[src/rtl/pafm_consts.svh]
// constants for the port alternate function mux
// Overview of operation
// reset clears both the motor port mode and the A/D pin config registers.
// both registers accept single-bit writes as well as whole-byte writes.
// a disabled motor group leaves all four of its pins as plain port pins.
// an enabled group in bridge mode 0 drives its four outputs full-bridge.
// an enabled group in bridge mode 1 lets its direction pair pick PWM or port.
// full-bridge pairs 00,01,10,11 route PWM,0,PWM,0 / PWM,0,0,PWM / 0,PWM,0,PWM / 0,PWM,PWM,0.
// half-bridge pairs route the same PWM places, with port instead of 0.
// software clears port data and direction of non-PWM pins in full-bridge.
// the A/D field makes the lowest N analog pins digital, N up to 8.
// software sets each conversion channel pin to input direction.
// software never selects a digital pin as an A/D channel.
// a write to the A/D config register stalls the CPU one wait cycle.
// input switch bits move timer and UART signals to alternate pins.
// software programs segment, motor, switch, direction and latch per pin.
// a set segment bit forces segment output; clear gives port and timer.
// direction bit 0 turns the output buffer on, 1 turns it off.
`ifndef PAFM_CONSTS_SVH
`define PAFM_CONSTS_SVH
`define PAFM_ADDR_ANALOG_DIGITAL_PIN_CONFIG     16'hff22
`define PAFM_ADDR_MOTOR_PORT_MODE_CONTROL     16'hff3d
`define PAFM_RST_ANALOG_DIGITAL_PIN_CONFIG      8'h00
`define PAFM_RST_MOTOR_PORT_MODE_CONTROL      8'h00
`define PAFM_ANALOG_DIGITAL_PIN_CONFIG_MAX      4'h8
`define PAFM_MOTOR_PORT_MODE_CONTROL_MOD_LSB  4
`define PAFM_WAIT_CYCLES   1
`endif

[src/rtl/pafm_pkg.sv]
// types for the port alternate function mux
package pafm_pkg;
  // per-pin routing of a motor coil output
  typedef enum logic [2:0] {
    PAFM_ROUTE_PORT = 3'b001,
    PAFM_ROUTE_PWM  = 3'b010,
    PAFM_ROUTE_ZERO = 3'b100
  } pafm_route_e;
  // cpu register access
  typedef struct packed {
    logic        wr;
    logic        rd;
    logic        bit_op;
    logic [2:0]  bit_idx;
    logic [15:0] addr;
    logic [7:0]  wdata;
  } pafm_req_s;
endpackage : pafm_pkg

[src/rtl/pafm_mux.sv]
// port alternate function mux: motor port mode, A/D config, pin routing
`include "pafm_consts.svh"
module pafm_mux #(
  parameter int GROUPS  = 4,
  parameter int ANALOG  = 8,
  parameter int SEGPINS = 8
) (
  // clock and reset
  input  wire logic                  CLK,
  input  wire logic                  RESETN,
  // cpu register access
  input  pafm_pkg::pafm_req_s        REQ,
  output logic [7:0]                 RDATA,
  output logic                       WAIT,
  // motor compare control direction bits and pwm, two bits per group
  input  wire logic [2*GROUPS-1:0]   DIR_BITS,
  input  wire logic [GROUPS-1:0]     PWM_SIN,
  input  wire logic [GROUPS-1:0]     PWM_COS,
  // port latches and directions of the motor pins
  input  wire logic [4*GROUPS-1:0]   MOTOR_LATCH,
  input  wire logic [4*GROUPS-1:0]   MOTOR_DIR,
  // motor pin drive
  output logic [4*GROUPS-1:0]        MOTOR_OUT,
  output logic [4*GROUPS-1:0]        MOTOR_OE,
  // analog pins: 1 = digital i/o
  output logic [ANALOG-1:0]          ANALOG_DIGITAL,
  // segment / timer shared pins
  input  wire logic [SEGPINS-1:0]    SEG_ENABLE,
  input  wire logic [SEGPINS-1:0]    SEG_DATA,
  input  wire logic [SEGPINS-1:0]    PORT_LATCH,
  input  wire logic [SEGPINS-1:0]    PORT_DIR,
  input  wire logic [SEGPINS-1:0]    TIMER_OUT,
  input  wire logic [SEGPINS-1:0]    TIMER_SEL,
  output logic [SEGPINS-1:0]         SEG_PIN_OUT,
  output logic [SEGPINS-1:0]         SEG_PIN_OE,
  // input switch: 1 moves timer/uart to the alternate pin
  input  wire logic                  SWITCH_BIT,
  input  wire logic                  TIMER_SIG,
  input  wire logic                  UART_TX,
  output logic [1:0]                 TIMER_PIN_OUT,
  output logic [1:0]                 UART_PIN_OUT
);

  // ------------------------------------------------------------------
  // registers
  // ------------------------------------------------------------------
  logic [7:0] motor_port_mode_control_q, motor_port_mode_control_d;
  logic [3:0] analog_digital_pin_config_q, analog_digital_pin_config_d;
  logic       wait_q, wait_d;
  logic       hit_motor_port_mode_control, hit_analog_digital_pin_config;

  assign hit_motor_port_mode_control = REQ.addr == `PAFM_ADDR_MOTOR_PORT_MODE_CONTROL;
  assign hit_analog_digital_pin_config = REQ.addr == `PAFM_ADDR_ANALOG_DIGITAL_PIN_CONFIG;

  // a bit write touches one bit only; the rest of the byte is kept
  function automatic logic [7:0] merge(input logic [7:0] old,
                                       input pafm_pkg::pafm_req_s r);
    logic [7:0] res;
    res = old;
    if (r.bit_op) begin
      res[r.bit_idx] = r.wdata[0];
    end else begin
      res = r.wdata;
    end
    return res;
  endfunction : merge

  always_comb begin
    logic [7:0] a8;
    a8 = merge({4'h0, analog_digital_pin_config_q}, REQ);
    motor_port_mode_control_d = motor_port_mode_control_q;
    analog_digital_pin_config_d = analog_digital_pin_config_q;
    wait_d = 1'b0;
    if (REQ.wr && hit_motor_port_mode_control) begin
      motor_port_mode_control_d = merge(motor_port_mode_control_q, REQ);
    end
    if (REQ.wr && hit_analog_digital_pin_config) begin
      analog_digital_pin_config_d = a8[3:0];
      wait_d = 1'b1;
    end
  end

  always_ff @(posedge CLK or negedge RESETN) begin
    if (!RESETN) begin
      motor_port_mode_control_q <= `PAFM_RST_MOTOR_PORT_MODE_CONTROL;
      analog_digital_pin_config_q <= 4'(`PAFM_RST_ANALOG_DIGITAL_PIN_CONFIG);
      wait_q <= 1'b0;
    end else begin
      motor_port_mode_control_q <= motor_port_mode_control_d;
      analog_digital_pin_config_q <= analog_digital_pin_config_d;
      wait_q <= wait_d;
    end
  end

  // ------------------------------------------------------------------
  // read data
  // ------------------------------------------------------------------
  logic [7:0] rdata_d, rdata_q;
  always_comb begin
    rdata_d = 8'h00;
    if (REQ.rd && hit_motor_port_mode_control) begin
      rdata_d = motor_port_mode_control_q;
    end else if (REQ.rd && hit_analog_digital_pin_config) begin
      rdata_d = {4'h0, analog_digital_pin_config_q};
    end
  end
  always_ff @(posedge CLK or negedge RESETN) begin
    if (!RESETN) begin
      rdata_q <= 8'h00;
    end else begin
      rdata_q <= rdata_d;
    end
  end
  assign RDATA = rdata_q;
  assign WAIT  = wait_q;

  // ------------------------------------------------------------------
  // motor groups
  // ------------------------------------------------------------------
  logic [4*GROUPS-1:0] mout_d, moe_d, mout_q, moe_q;
  genvar g;
  generate
    for (g = 0; g < GROUPS; g++) begin : g_grp
      pafm_pkg::pafm_route_e rt [4];
      logic [3:0] pwm;
      logic [3:0] gout, goe;
      logic       en, md;
      logic [1:0] dir;
      assign en  = motor_port_mode_control_q[g];
      assign md  = motor_port_mode_control_q[`PAFM_MOTOR_PORT_MODE_CONTROL_MOD_LSB+g];
      assign dir = DIR_BITS[2*g+:2];
      assign pwm = {PWM_COS[g], PWM_COS[g], PWM_SIN[g], PWM_SIN[g]};
      // each group owns its own slice, so no two processes share a target
      assign mout_d[4*g+:4] = gout;
      assign moe_d[4*g+:4]  = goe;
      always_comb begin
        logic [3:0] sel;
        sel = 4'b0000;
        // pwm places in order sin+, sin-, cos+, cos- (bit 0 = sin+)
        unique case (dir)
          2'b00: sel = 4'b0101;
          2'b01: sel = 4'b1001;
          2'b10: sel = 4'b1010;
          2'b11: sel = 4'b0110;
        endcase
        for (int k = 0; k < 4; k++) begin
          if (!en) begin
            rt[k] = pafm_pkg::PAFM_ROUTE_PORT;
          end else if (sel[k]) begin
            rt[k] = pafm_pkg::PAFM_ROUTE_PWM;
          end else if (md) begin
            rt[k] = pafm_pkg::PAFM_ROUTE_PORT;
          end else begin
            rt[k] = pafm_pkg::PAFM_ROUTE_ZERO;
          end
          unique case (rt[k])
            pafm_pkg::PAFM_ROUTE_PWM: begin
              gout[k] = pwm[k];
              goe[k]  = 1'b1;
            end
            pafm_pkg::PAFM_ROUTE_ZERO: begin
              gout[k] = 1'b0;
              goe[k]  = 1'b1;
            end
            default: begin
              gout[k] = MOTOR_LATCH[4*g+k];
              goe[k]  = ~MOTOR_DIR[4*g+k];
            end
          endcase
        end
      end
    end
  endgenerate

  // ------------------------------------------------------------------
  // analog/digital split, segment pins, input switch
  // ------------------------------------------------------------------
  logic [ANALOG-1:0]  adig_d, adig_q;
  logic [SEGPINS-1:0] sout_d, soe_d, sout_q, soe_q;
  logic [1:0]         tpin_d, upin_d, tpin_q, upin_q;

  always_comb begin
    for (int i = 0; i < ANALOG; i++) begin
      // prohibited codes above 8 are treated as all digital
      adig_d[i] = (i < int'(analog_digital_pin_config_q));
    end
    for (int i = 0; i < SEGPINS; i++) begin
      if (SEG_ENABLE[i]) begin
        sout_d[i] = SEG_DATA[i];
        soe_d[i]  = 1'b1;
      end else begin
        sout_d[i] = TIMER_SEL[i] ? TIMER_OUT[i] : PORT_LATCH[i];
        soe_d[i]  = ~PORT_DIR[i];
      end
    end
    // unselected pin idles high for uart, low for timer
    tpin_d = SWITCH_BIT ? {TIMER_SIG, 1'b0} : {1'b0, TIMER_SIG};
    upin_d = SWITCH_BIT ? {UART_TX, 1'b1} : {1'b1, UART_TX};
  end

  always_ff @(posedge CLK or negedge RESETN) begin
    if (!RESETN) begin
      mout_q <= '0;
      moe_q  <= '0;
      adig_q <= '0;
      sout_q <= '0;
      soe_q  <= '0;
      tpin_q <= 2'h0;
      upin_q <= 2'h3;
    end else begin
      mout_q <= mout_d;
      moe_q  <= moe_d;
      adig_q <= adig_d;
      sout_q <= sout_d;
      soe_q  <= soe_d;
      tpin_q <= tpin_d;
      upin_q <= upin_d;
    end
  end

  assign MOTOR_OUT      = mout_q;
  assign MOTOR_OE       = moe_q;
  assign ANALOG_DIGITAL = adig_q;
  assign SEG_PIN_OUT    = sout_q;
  assign SEG_PIN_OE     = soe_q;
  assign TIMER_PIN_OUT  = tpin_q;
  assign UART_PIN_OUT   = upin_q;
endmodule : pafm_mux

[config.mk]
export PLATFORM = sky130hd
export DESIGN_NAME = pafm_mux
export DESIGN_NICKNAME = d
export VERILOG_FILES = /design/src/rtl/pafm_pkg.sv /design/src/rtl/pafm_mux.sv
export VERILOG_INCLUDE_DIRS = /design/src /design/src/rtl
export SDC_FILE = /design/constraint.sdc
export NUM_CORES = 1
export LEC_CHECK = 0
export ABC_AREA = 1
export BUFFER_PORTS_ARGS = -buffer_cell sky130_fd_sc_hd__buf_2
export CORE_MARGIN = 5
export CORE_UTILIZATION = 44
export CTS_CLUSTER_SIZE = 40
export DETAILED_ROUTE_END_ITERATION = 8
export PLACE_DENSITY = 0.88
export SYNTH_ARGS = -nofsm -noshare
export SYNTH_HDL_FRONTEND = slang
export SYNTH_SLANG_ARGS = --single-unit
[constraint.sdc]
create_clock -name CLK -period 1.05 [get_ports CLK]
set_input_delay 0.105 -clock CLK [delete_from_list [all_inputs] [get_ports CLK]]
set_output_delay 0.105 -clock CLK [all_outputs]
set_load 0.01 [all_outputs]
* After elaboration in Yosys (flattened, before gate mapping)
Index checks and enable logic that the tools add are counted.
Word-level totals: output and inout bits 69, input bits 131, word-level logic and storage cells 223, register bits 81
Cells by class: reductions and logical operators 25, equal/unequal tests 46, bitwise gates (word level) 24, muxes and demuxes 107, magnitude comparators 10
Operators by type and width (count):
- $mux W3 | 36
- $pmux W4 S4 | 4
- $eq A3 B2 Y1 const B | 16
- $eq A3 B3 Y1 const B | 16
- $mux W1 | 42
- $eq A16 B16 Y1 const B | 2
- $pmux W1 S2 | 16
- $reduce_or A2 Y1 | 16
- $not A1 Y1 | 24
- $bwmux W8 | 2
- $eq A2 B2 Y1 const B | 8
- $lt A3 B4 Y1 const A | 4
- $mux W8 | 2
- $eq A2 B1 Y1 const B | 4
- $logic_not A2 Y1 | 4
- $lt A1 B4 Y1 const A | 2
- $lt A2 B4 Y1 const A | 2
- $mux W4 | 2
- $logic_and A1 B1 Y1 | 5
- $lt A3 B4 Y1 const B | 1
- $mux W2 | 2
- $demux W1 S3 | 1
- $ge A3 B1 Y1 const B | 1

* Logic depth before layout (Yosys ltp)
Gate-level depths: netlist (run 1).
word-level depth 7, depth in mapped cells 9, depth with buffers taken out 8

* Least setup slack after synthesis (run 1)
No wires, ideal clock.
path type register to register, start register motor_port_mode_control_q[1], end register mout_q[5] (netlist: MOTOR_OUT[5]), path buffers 1, cell stages (with the launch flop) 6, arrival 0.846 ns, required time 0.929 ns, slack 0.083 ns, path through dfrtp_1 -> buf_2 -> inv_1 -> a21oi_1 -> inv_1 -> a32o_1
Between the ends: word-level cells in the longest chain between the ends 3
RTL lines:
- from (decl) | line pafm_mux.sv:47 | logic [7:0] motor_port_mode_control_q, motor_port_mode_control_d;
- from (signal assigned) | line pafm_mux.sv:85 | motor_port_mode_control_q <= `PAFM_RST_MOTOR_PORT_MODE_CONTROL;
- from (signal assigned) | line pafm_mux.sv:89 | motor_port_mode_control_q <= motor_port_mode_control_d;
- $mux W3 * | line pafm_mux.sv:147 | if (!en) begin
- $eq A3 B3 Y1 or $eq A3 B2 Y1 (tied branches) | line pafm_mux.sv:156 | unique case (rt[k])
- $pmux W1 S2 * | line pafm_mux.sv:156
- named net g_grp[1].gout[1] | line pafm_mux.sv:126 | logic [3:0] gout, goe;
- to (signal assigned) | line pafm_mux.sv:211 | mout_q <= mout_d;
- to (decl) | line pafm_mux.sv:120 | logic [4*GROUPS-1:0] mout_d, moe_d, mout_q, moe_q;
Mark *: on every way through the listed nets, which the timed path passes. The rest lies on a longest branch. A chain may end at the register's enable or synchronous reset.

* Final worst setup path (run 1)
start register upin_q[1] (netlist: UART_PIN_OUT[1]), end output port UART_PIN_OUT[1]
RTL lines:
- from (decl) | line pafm_mux.sv:180 | logic [1:0] tpin_d, upin_d, tpin_q, upin_q;
- from (signal assigned) | line pafm_mux.sv:217 | upin_q <= upin_d;
- to (decl) | line pafm_mux.sv:41 | output logic [1:0] UART_PIN_OUT
No word-level cell between the ends.

==> results of run 1 <==
report_power, final:
group	internal [mW]	switching (mW)
Combinational	0.527	0.518
Sequential	3.23	0.0298
Clock	1.15	1.22
Total	4.91	1.77
logic make-up (layout without fill, tap and decap cells):
group | after synthesis | after routing | share of synthesized area, %
adders and majority gates | 8 | 8 | 2.78
DFF | 81 | 81 | 56.4
buffers and inverters | 70 | 352 | 7.62
xor gates and xnor gates | 2 | 2 | 0.487
and+or+nand+nor | 201 | 201 | 24.1
AOI/OAI and AO/OA | 56 | 56 | 8.56
state kept, by name, indices dropped and copies added (netlist names):
name                         cells
ANALOG_DIGITAL                   8
MOTOR_OE                        16
MOTOR_OUT                       16
RDATA                            8
SEG_PIN_OE                       8
SEG_PIN_OUT                      8
TIMER_PIN_OUT                    2
UART_PIN_OUT                     2
WAIT                             1
analog_digital_pin_config_q      4
motor_port_mode_control_q        8
cells in the mapped netlist:
| cell | number |
|---|---|
| nand2_1 | 125 |
| dfrtp_1 | 79 |
| inv_1 | 64 |
| nor2_1 | 29 |
| a21oi_1 | 26 |
| nand3_1 | 25 |
| o21ai_0 | 22 |
| nand4_1 | 12 |
| ha_1 | 8 |
| a32o_1 | 4 |
| buf_2 | 3 |
| nor2_4 | 3 |
| clkbuf_1 | 2 |
| dfstp_2 | 2 |
| nor2_2 | 2 |
| o21bai_1 | 2 |
| xor2_1 | 2 |
| a21boi_0 | 1 |
| buf_6 | 1 |
| nand2_4 | 1 |
| nand3b_1 | 1 |
| nor3_2 | 1 |
| nor3b_1 | 1 |
| o21ai_1 | 1 |
| or2_2 | 1 |
metal layers:
metal | vias up | part of all wire [%] | track usage, %
met5 | - | 0 | 0
met3 | 37 | 8.3 | 4.66
met1 | 1827 | 36 | 25.9
met2 | 186 | 53 | 43.3
met4 | 0 | 3.4 | 11.4
li1 | 1869 | - | -
layout make-up:
cell class / instances / area, um2
repair buffers: 272 / 1740
inverters: 64 / 240
clock buffers: 9 / 124
multi-input cells: 267 / 1300
well taps: 105 / 131
flip-flops and latches: 81 / 2030
fillers: 589 / 2440
clock inverters: 7 / 83.8
timing repair:
action | 4_1_cts | 5_1_grt
hold buffers | 58 | 0
gates resized for setup | 4 | 4
endpoints found under the setup margin | 4 | 10
buffers inserted | 0 | 2
hold endpoints to repair | 131 | 0
how the worst max path moves through the flow:
stage / start / end / slack [ns]
2_1_floorplan: motor_port_mode_control_q[1] / MOTOR_OUT[5] / 0.08
3_3_place_gp: REQ[17] / motor_port_mode_control_q[4] / -0.05
3_5_place_dp: REQ[17] / motor_port_mode_control_q[4] / -0.11
4_1_cts: UART_PIN_OUT[0] / UART_PIN_OUT[0] / -0.05
5_1_grt: UART_PIN_OUT[1] / UART_PIN_OUT[1] / -0.08
6_report: UART_PIN_OUT[1] / UART_PIN_OUT[1] / -0.05
per-stage QoR:
step	setup WS [ns]	power, mW	util [%]	hold WS, ns
finish	-0.0520	6.68	69.9	0.0168
global route	-0.0801	6.96	69.9	0.0131
CTS	-0.0469	6.69	69.6	0.00174
detailed placement	-0.114	4.17	59.6	0.0135
global placement	-0.0545	4.12	59.6	0.00641
floorplan	0.0826	3.62	-	-0.191
==> results.yml, run 1 <==
min_path:
  hold_path_end: "SEG_PIN_OE[6]"
  worstHoldStart: "SEG_ENABLE[6]"
  hold_class: "in -> reg"
  hold_depth: 3
worst_setup_path:
  end_kind: "output port"
  crit_buf_inv: 1
  worstPathCellList: "buf_6"
  cp_top_family: "flip-flops"
  reg2reg_from: "motor_port_mode_control_q[6]"
  rrSetupSlack_ns: 0.04
  cp.depth: 1
  slowest_stage: "dfstp_2"
  worst-path-max-fanout: 1
  path_class: "reg -> out"
  crit_path_start_kind: "flop"
  worst_ep_arrival_time_ns: 1.00
  crit_required_ns: 0.94
  rr_worst_depth: 3
  slowest_delay_ns: 0.55
  timing.rr.end: "MOTOR_OUT[11]"
finish:
  finish.net_count: 834
  final_cell_mix: "buf_2, nand2_1, dfrtp_1, inv_1, dlygate4sd3_1"
  drive_gt1_share_pct: 35.0
  instances_no_fill: 805
  syn_to_final_growth_pct: 57.2
  layout_commonest_cell: "buf_2"
  fin_area_um2: 5650
  n_antenna_cell: 0
flow_run:
  cap_violations: 0
yosys:
  synth_area_leaders: "dfrtp_1, nand2_1, inv_1"
  synth_nets: 557
  ys_ff_latch: 81
  syn-cell-area_um2: 3600
  ys_types: 25
  syn_inst: 418
  synth_top_area_share_pct: 55.0
  yosysSeqAreaShare_pct: 56.4
  syn_avg_cell_area_um2: 8.60
  yosysTopAreaCell: "dfrtp_1"
  yosysWarningCount: 0
timing:
  finalCriticalPeriod_ns: 1.10
  slew_headroom_pct: 74.9
  setup_tns_ns: -0.0997
  fmaxAchievable_mhz: 907
  worstMarginPinSlew_ns: 0.377
  final.setup_skew_ns: 0.0115
  period_share_pct: 105
  finalMaxSlewViolations: 0
  hold_viol: 0
  setup_viol: 2
  rsz0062_at_grt: "true"
  worst_slack_ns: -0.0520
power_and_ir_drop:
  p_leak_nw: 3.13
  peakVddDrop_mv: 0.540
  powerDensity_nw_per_um2: 1180
clock_network:
  cts_made_buffers: 9
  clk_pin_slew_ns: 0.09
  cts_num_sinks: 81
  cts-root-buf: "clkbuf_8"
  clock_latency_ns: 0.35
  cts_tree: "done"
  clockBufferDepth: 2
  htreeDepth: 3
placement:
  dpl_cell_area_um2: 4830
  portBuffers: 199
  dp_hpwl_um: 8250
  post-place-cells: 729
  finalWeightedCongestion: 0.875
global_route:
  grt_max_degree: 35
  grt_pass1_vias: 4070
  grt_usage_pct: 23.6
  antenna_found_initial: 0
  overflow: 0
  grt_pass1_wl_um: 18700
floorplan:
  die_area_um2: 10100
  start_util_pct: 44.4
  coreArea_um2: 8090
  row_count: 33
  die_h_um: 100
  io_pins: 200
  die_w_um: 100
run_status:
  status: "complete, but fails checks"
  violations: "negative setup slack"
drt:
  via_count: 3919
  ant_nets: 0
  wl_per_cell_um: 14.9
  vias_per_cell: 4.87
  firstDrtPassIters: 4
  drt-total-wl_um: 12000
  first_iter_violations: 106
  drc: 0
No activity file was read; power rests on OpenSTA's default activity.
==> run 2: changes to the inputs <==
--- a/config.mk
+++ b/config.mk
@@ -8,11 +8,14 @@
 export LEC_CHECK = 0
 export ABC_AREA = 1
 export BUFFER_PORTS_ARGS = -buffer_cell sky130_fd_sc_hd__buf_2
+export CELL_PAD_IN_SITES_DETAIL_PLACEMENT = 1
+export CELL_PAD_IN_SITES_GLOBAL_PLACEMENT = 1
 export CORE_MARGIN = 5
-export CORE_UTILIZATION = 44
+export CORE_UTILIZATION = 31
 export CTS_CLUSTER_SIZE = 40
 export DETAILED_ROUTE_END_ITERATION = 8
 export PLACE_DENSITY = 0.88
+export SKIP_CTS_REPAIR_TIMING = 1
 export SYNTH_ARGS = -nofsm -noshare
 export SYNTH_HDL_FRONTEND = slang
 export SYNTH_SLANG_ARGS = --single-unit
==> results.yml, run 2 (synthesis gave the netlist of run 1 again) <==
run_status:
  status: "complete, but fails checks"
  violations: "negative hold slack, negative setup slack"
placement:
  dpl_cell_area_um2: 4950
  finalWeightedCongestion: 0.845
  portBuffers: 199
  post-place-cells: 777
  dp_hpwl_um: 9750
floorplan:
  die_area_um2: 13900
  io_pins: 200
  row_count: 39
  start_util_pct: 31.5
  die_h_um: 118
  coreArea_um2: 11400
  die_w_um: 118
drt:
  via_count: 3779
  wl_met1_um: 4770
  dr_wl_met2_um: 6710
  wl_met3_um: 754
  first_iter_violations: 98
  drt-total-wl_um: 12500
  wl_per_cell_um: 15.1
  ant_nets: 0
  drc: 0
  dr.max_layer_used: "met4"
  firstDrtPassIters: 4
  vias_per_cell: 4.58
timing:
  worstMarginPinSlew_ns: 0.412
  slew_headroom_pct: 72.5
  finalMaxSlewViolations: 0
  final.setup_skew_ns: 0.00564
  period_share_pct: 102
  setup_tns_ns: -0.0488
  fin_hold_ws_ns: -0.0209
  rsz0062_at_grt: "true"
  hold_viol: 6
  fmaxAchievable_mhz: 930
  finalCriticalPeriod_ns: 1.08
  setup_viol: 2
  worst_slack_ns: -0.0256
min_path:
  hold_depth: 3
  worstHoldStart: "MOTOR_LATCH[9]"
  hold_class: "in -> reg"
  hold_path_end: "MOTOR_OUT[9]"
clock_network:
  cts-root-buf: "clkbuf_16"
  clockBufferDepth: 2
  cts_num_sinks: 81
  htreeDepth: 3
  clock_latency_ns: 0.33
  cts_made_buffers: 9
  cts_tree: "done"
  clk_pin_slew_ns: 0.06
power_and_ir_drop:
  p_switching_mw: 1.76
  combPwrFrac_pct: 12.7
  p_seq_share_pct: 42.6
  powerDensity_nw_per_um2: 1360
  power.share.clock_pct: 44.7
  internal_power_mw: 5.91
  peakVddDrop_mv: 0.852
  p_leak_nw: 3.11
  total_power_mw: 7.67
  switching_share_pct: 22.9
worst_setup_path:
  cp.depth: 1
  path_class: "reg -> out"
  slowest_stage: "dfstp_2"
  crit_required_ns: 0.94
  reg2reg_from: "motor_port_mode_control_q[6]"
  cp_top_family: "flip-flops"
  worstPathCellList: "buf_6"
  crit_buf_inv: 1
  worst_ep_arrival_time_ns: 0.97
  timing.rr.end: "MOTOR_OUT[10]"
  rrSetupSlack_ns: 0.08
  worst-path-max-fanout: 1
  end_kind: "output port"
  crit_path_start_kind: "flop"
  worstSetupStartpoint: "UART_PIN_OUT[0]"
  slowest_delay_ns: 0.54
  rr_worst_depth: 3
finish:
  layout_commonest_cell: "buf_2"
  finish.net_count: 817
  num-fill-cells: 1423
  instances_no_fill: 826
  n_antenna_cell: 0
  fin_area_um2: 5630
  syn_to_final_growth_pct: 56.5
  drive_gt1_share_pct: 36.7
  final_cell_mix: "buf_2, nand2_1, dfrtp_1, inv_1, dlygate4sd3_1"
global_route:
  grt_max_degree: 26
  grt_usage_pct: 17.1
  grt_pass1_vias: 3991
  overflow: 0
  antenna_found_initial: 0
  grt_pass1_wl_um: 19200
flow_run:
  cap_violations: 0
[run 2: cell types whose count changed in the layout (fill, tap and decap cells not counted), sizes merged]
cell,change
bufinv,+1
buf,+8
inv,-5
dlygate4sd3,-25
clkinvlp,+1
clkinv,+1
clkbuf,+2
[run 2: area by class of cell]
cell class	instances	area [um2]	share of cell area, %
clock buffer	11	253	4.49
clock inverter	5	77.6	1.38
inverter	64	240	4.27
multi-input combinational	267	1290	23.0
sequential	81	2030	36.1
tap	143	179	3.18
timing repair buffer	255	1550	27.6
[run 2: how the worst max path moves through the flow]
stage                            to  slack [ns]
floorplan              MOTOR_OUT[5]        0.08
global placement           RDATA[3]       -0.05
detailed placement         RDATA[0]       -0.13
CTS                 UART_PIN_OUT[0]       -0.07
global route        UART_PIN_OUT[0]       -0.06
finish              UART_PIN_OUT[0]       -0.03
[run 2: power groups by stage]
stage                     Sequential (mW)  Clock, mW  Combinational, mW
final                                3.27       3.43              0.976
after CTS                            3.27       3.50              0.881
after global routing                 3.28       3.64               1.09
after global placement               3.32          0              0.820
after detailed placement             3.32          0              0.873
after floorplan                      3.39          0              0.236
[run 2: metrics by stage]
| stage | util, % | setup WS, ns |
|---|---|---|
| 3_5_place_dp | 43.3 | -0.125 |
| 6_report | 49.3 | -0.0256 |
| 3_3_place_gp | 43.3 | -0.0546 |
| 2_1_floorplan | - | 0.0826 |
| 5_1_grt | 49.3 | -0.0629 |
| 4_1_cts | 46.2 | -0.0674 |
[run 2: per-layer routing]
metal  track usage, %  vias up
li1                 -     1835
met1             18.5     1798
met2             31.9      128
met3             4.13       18
met4             6.38        0
met5                0        -
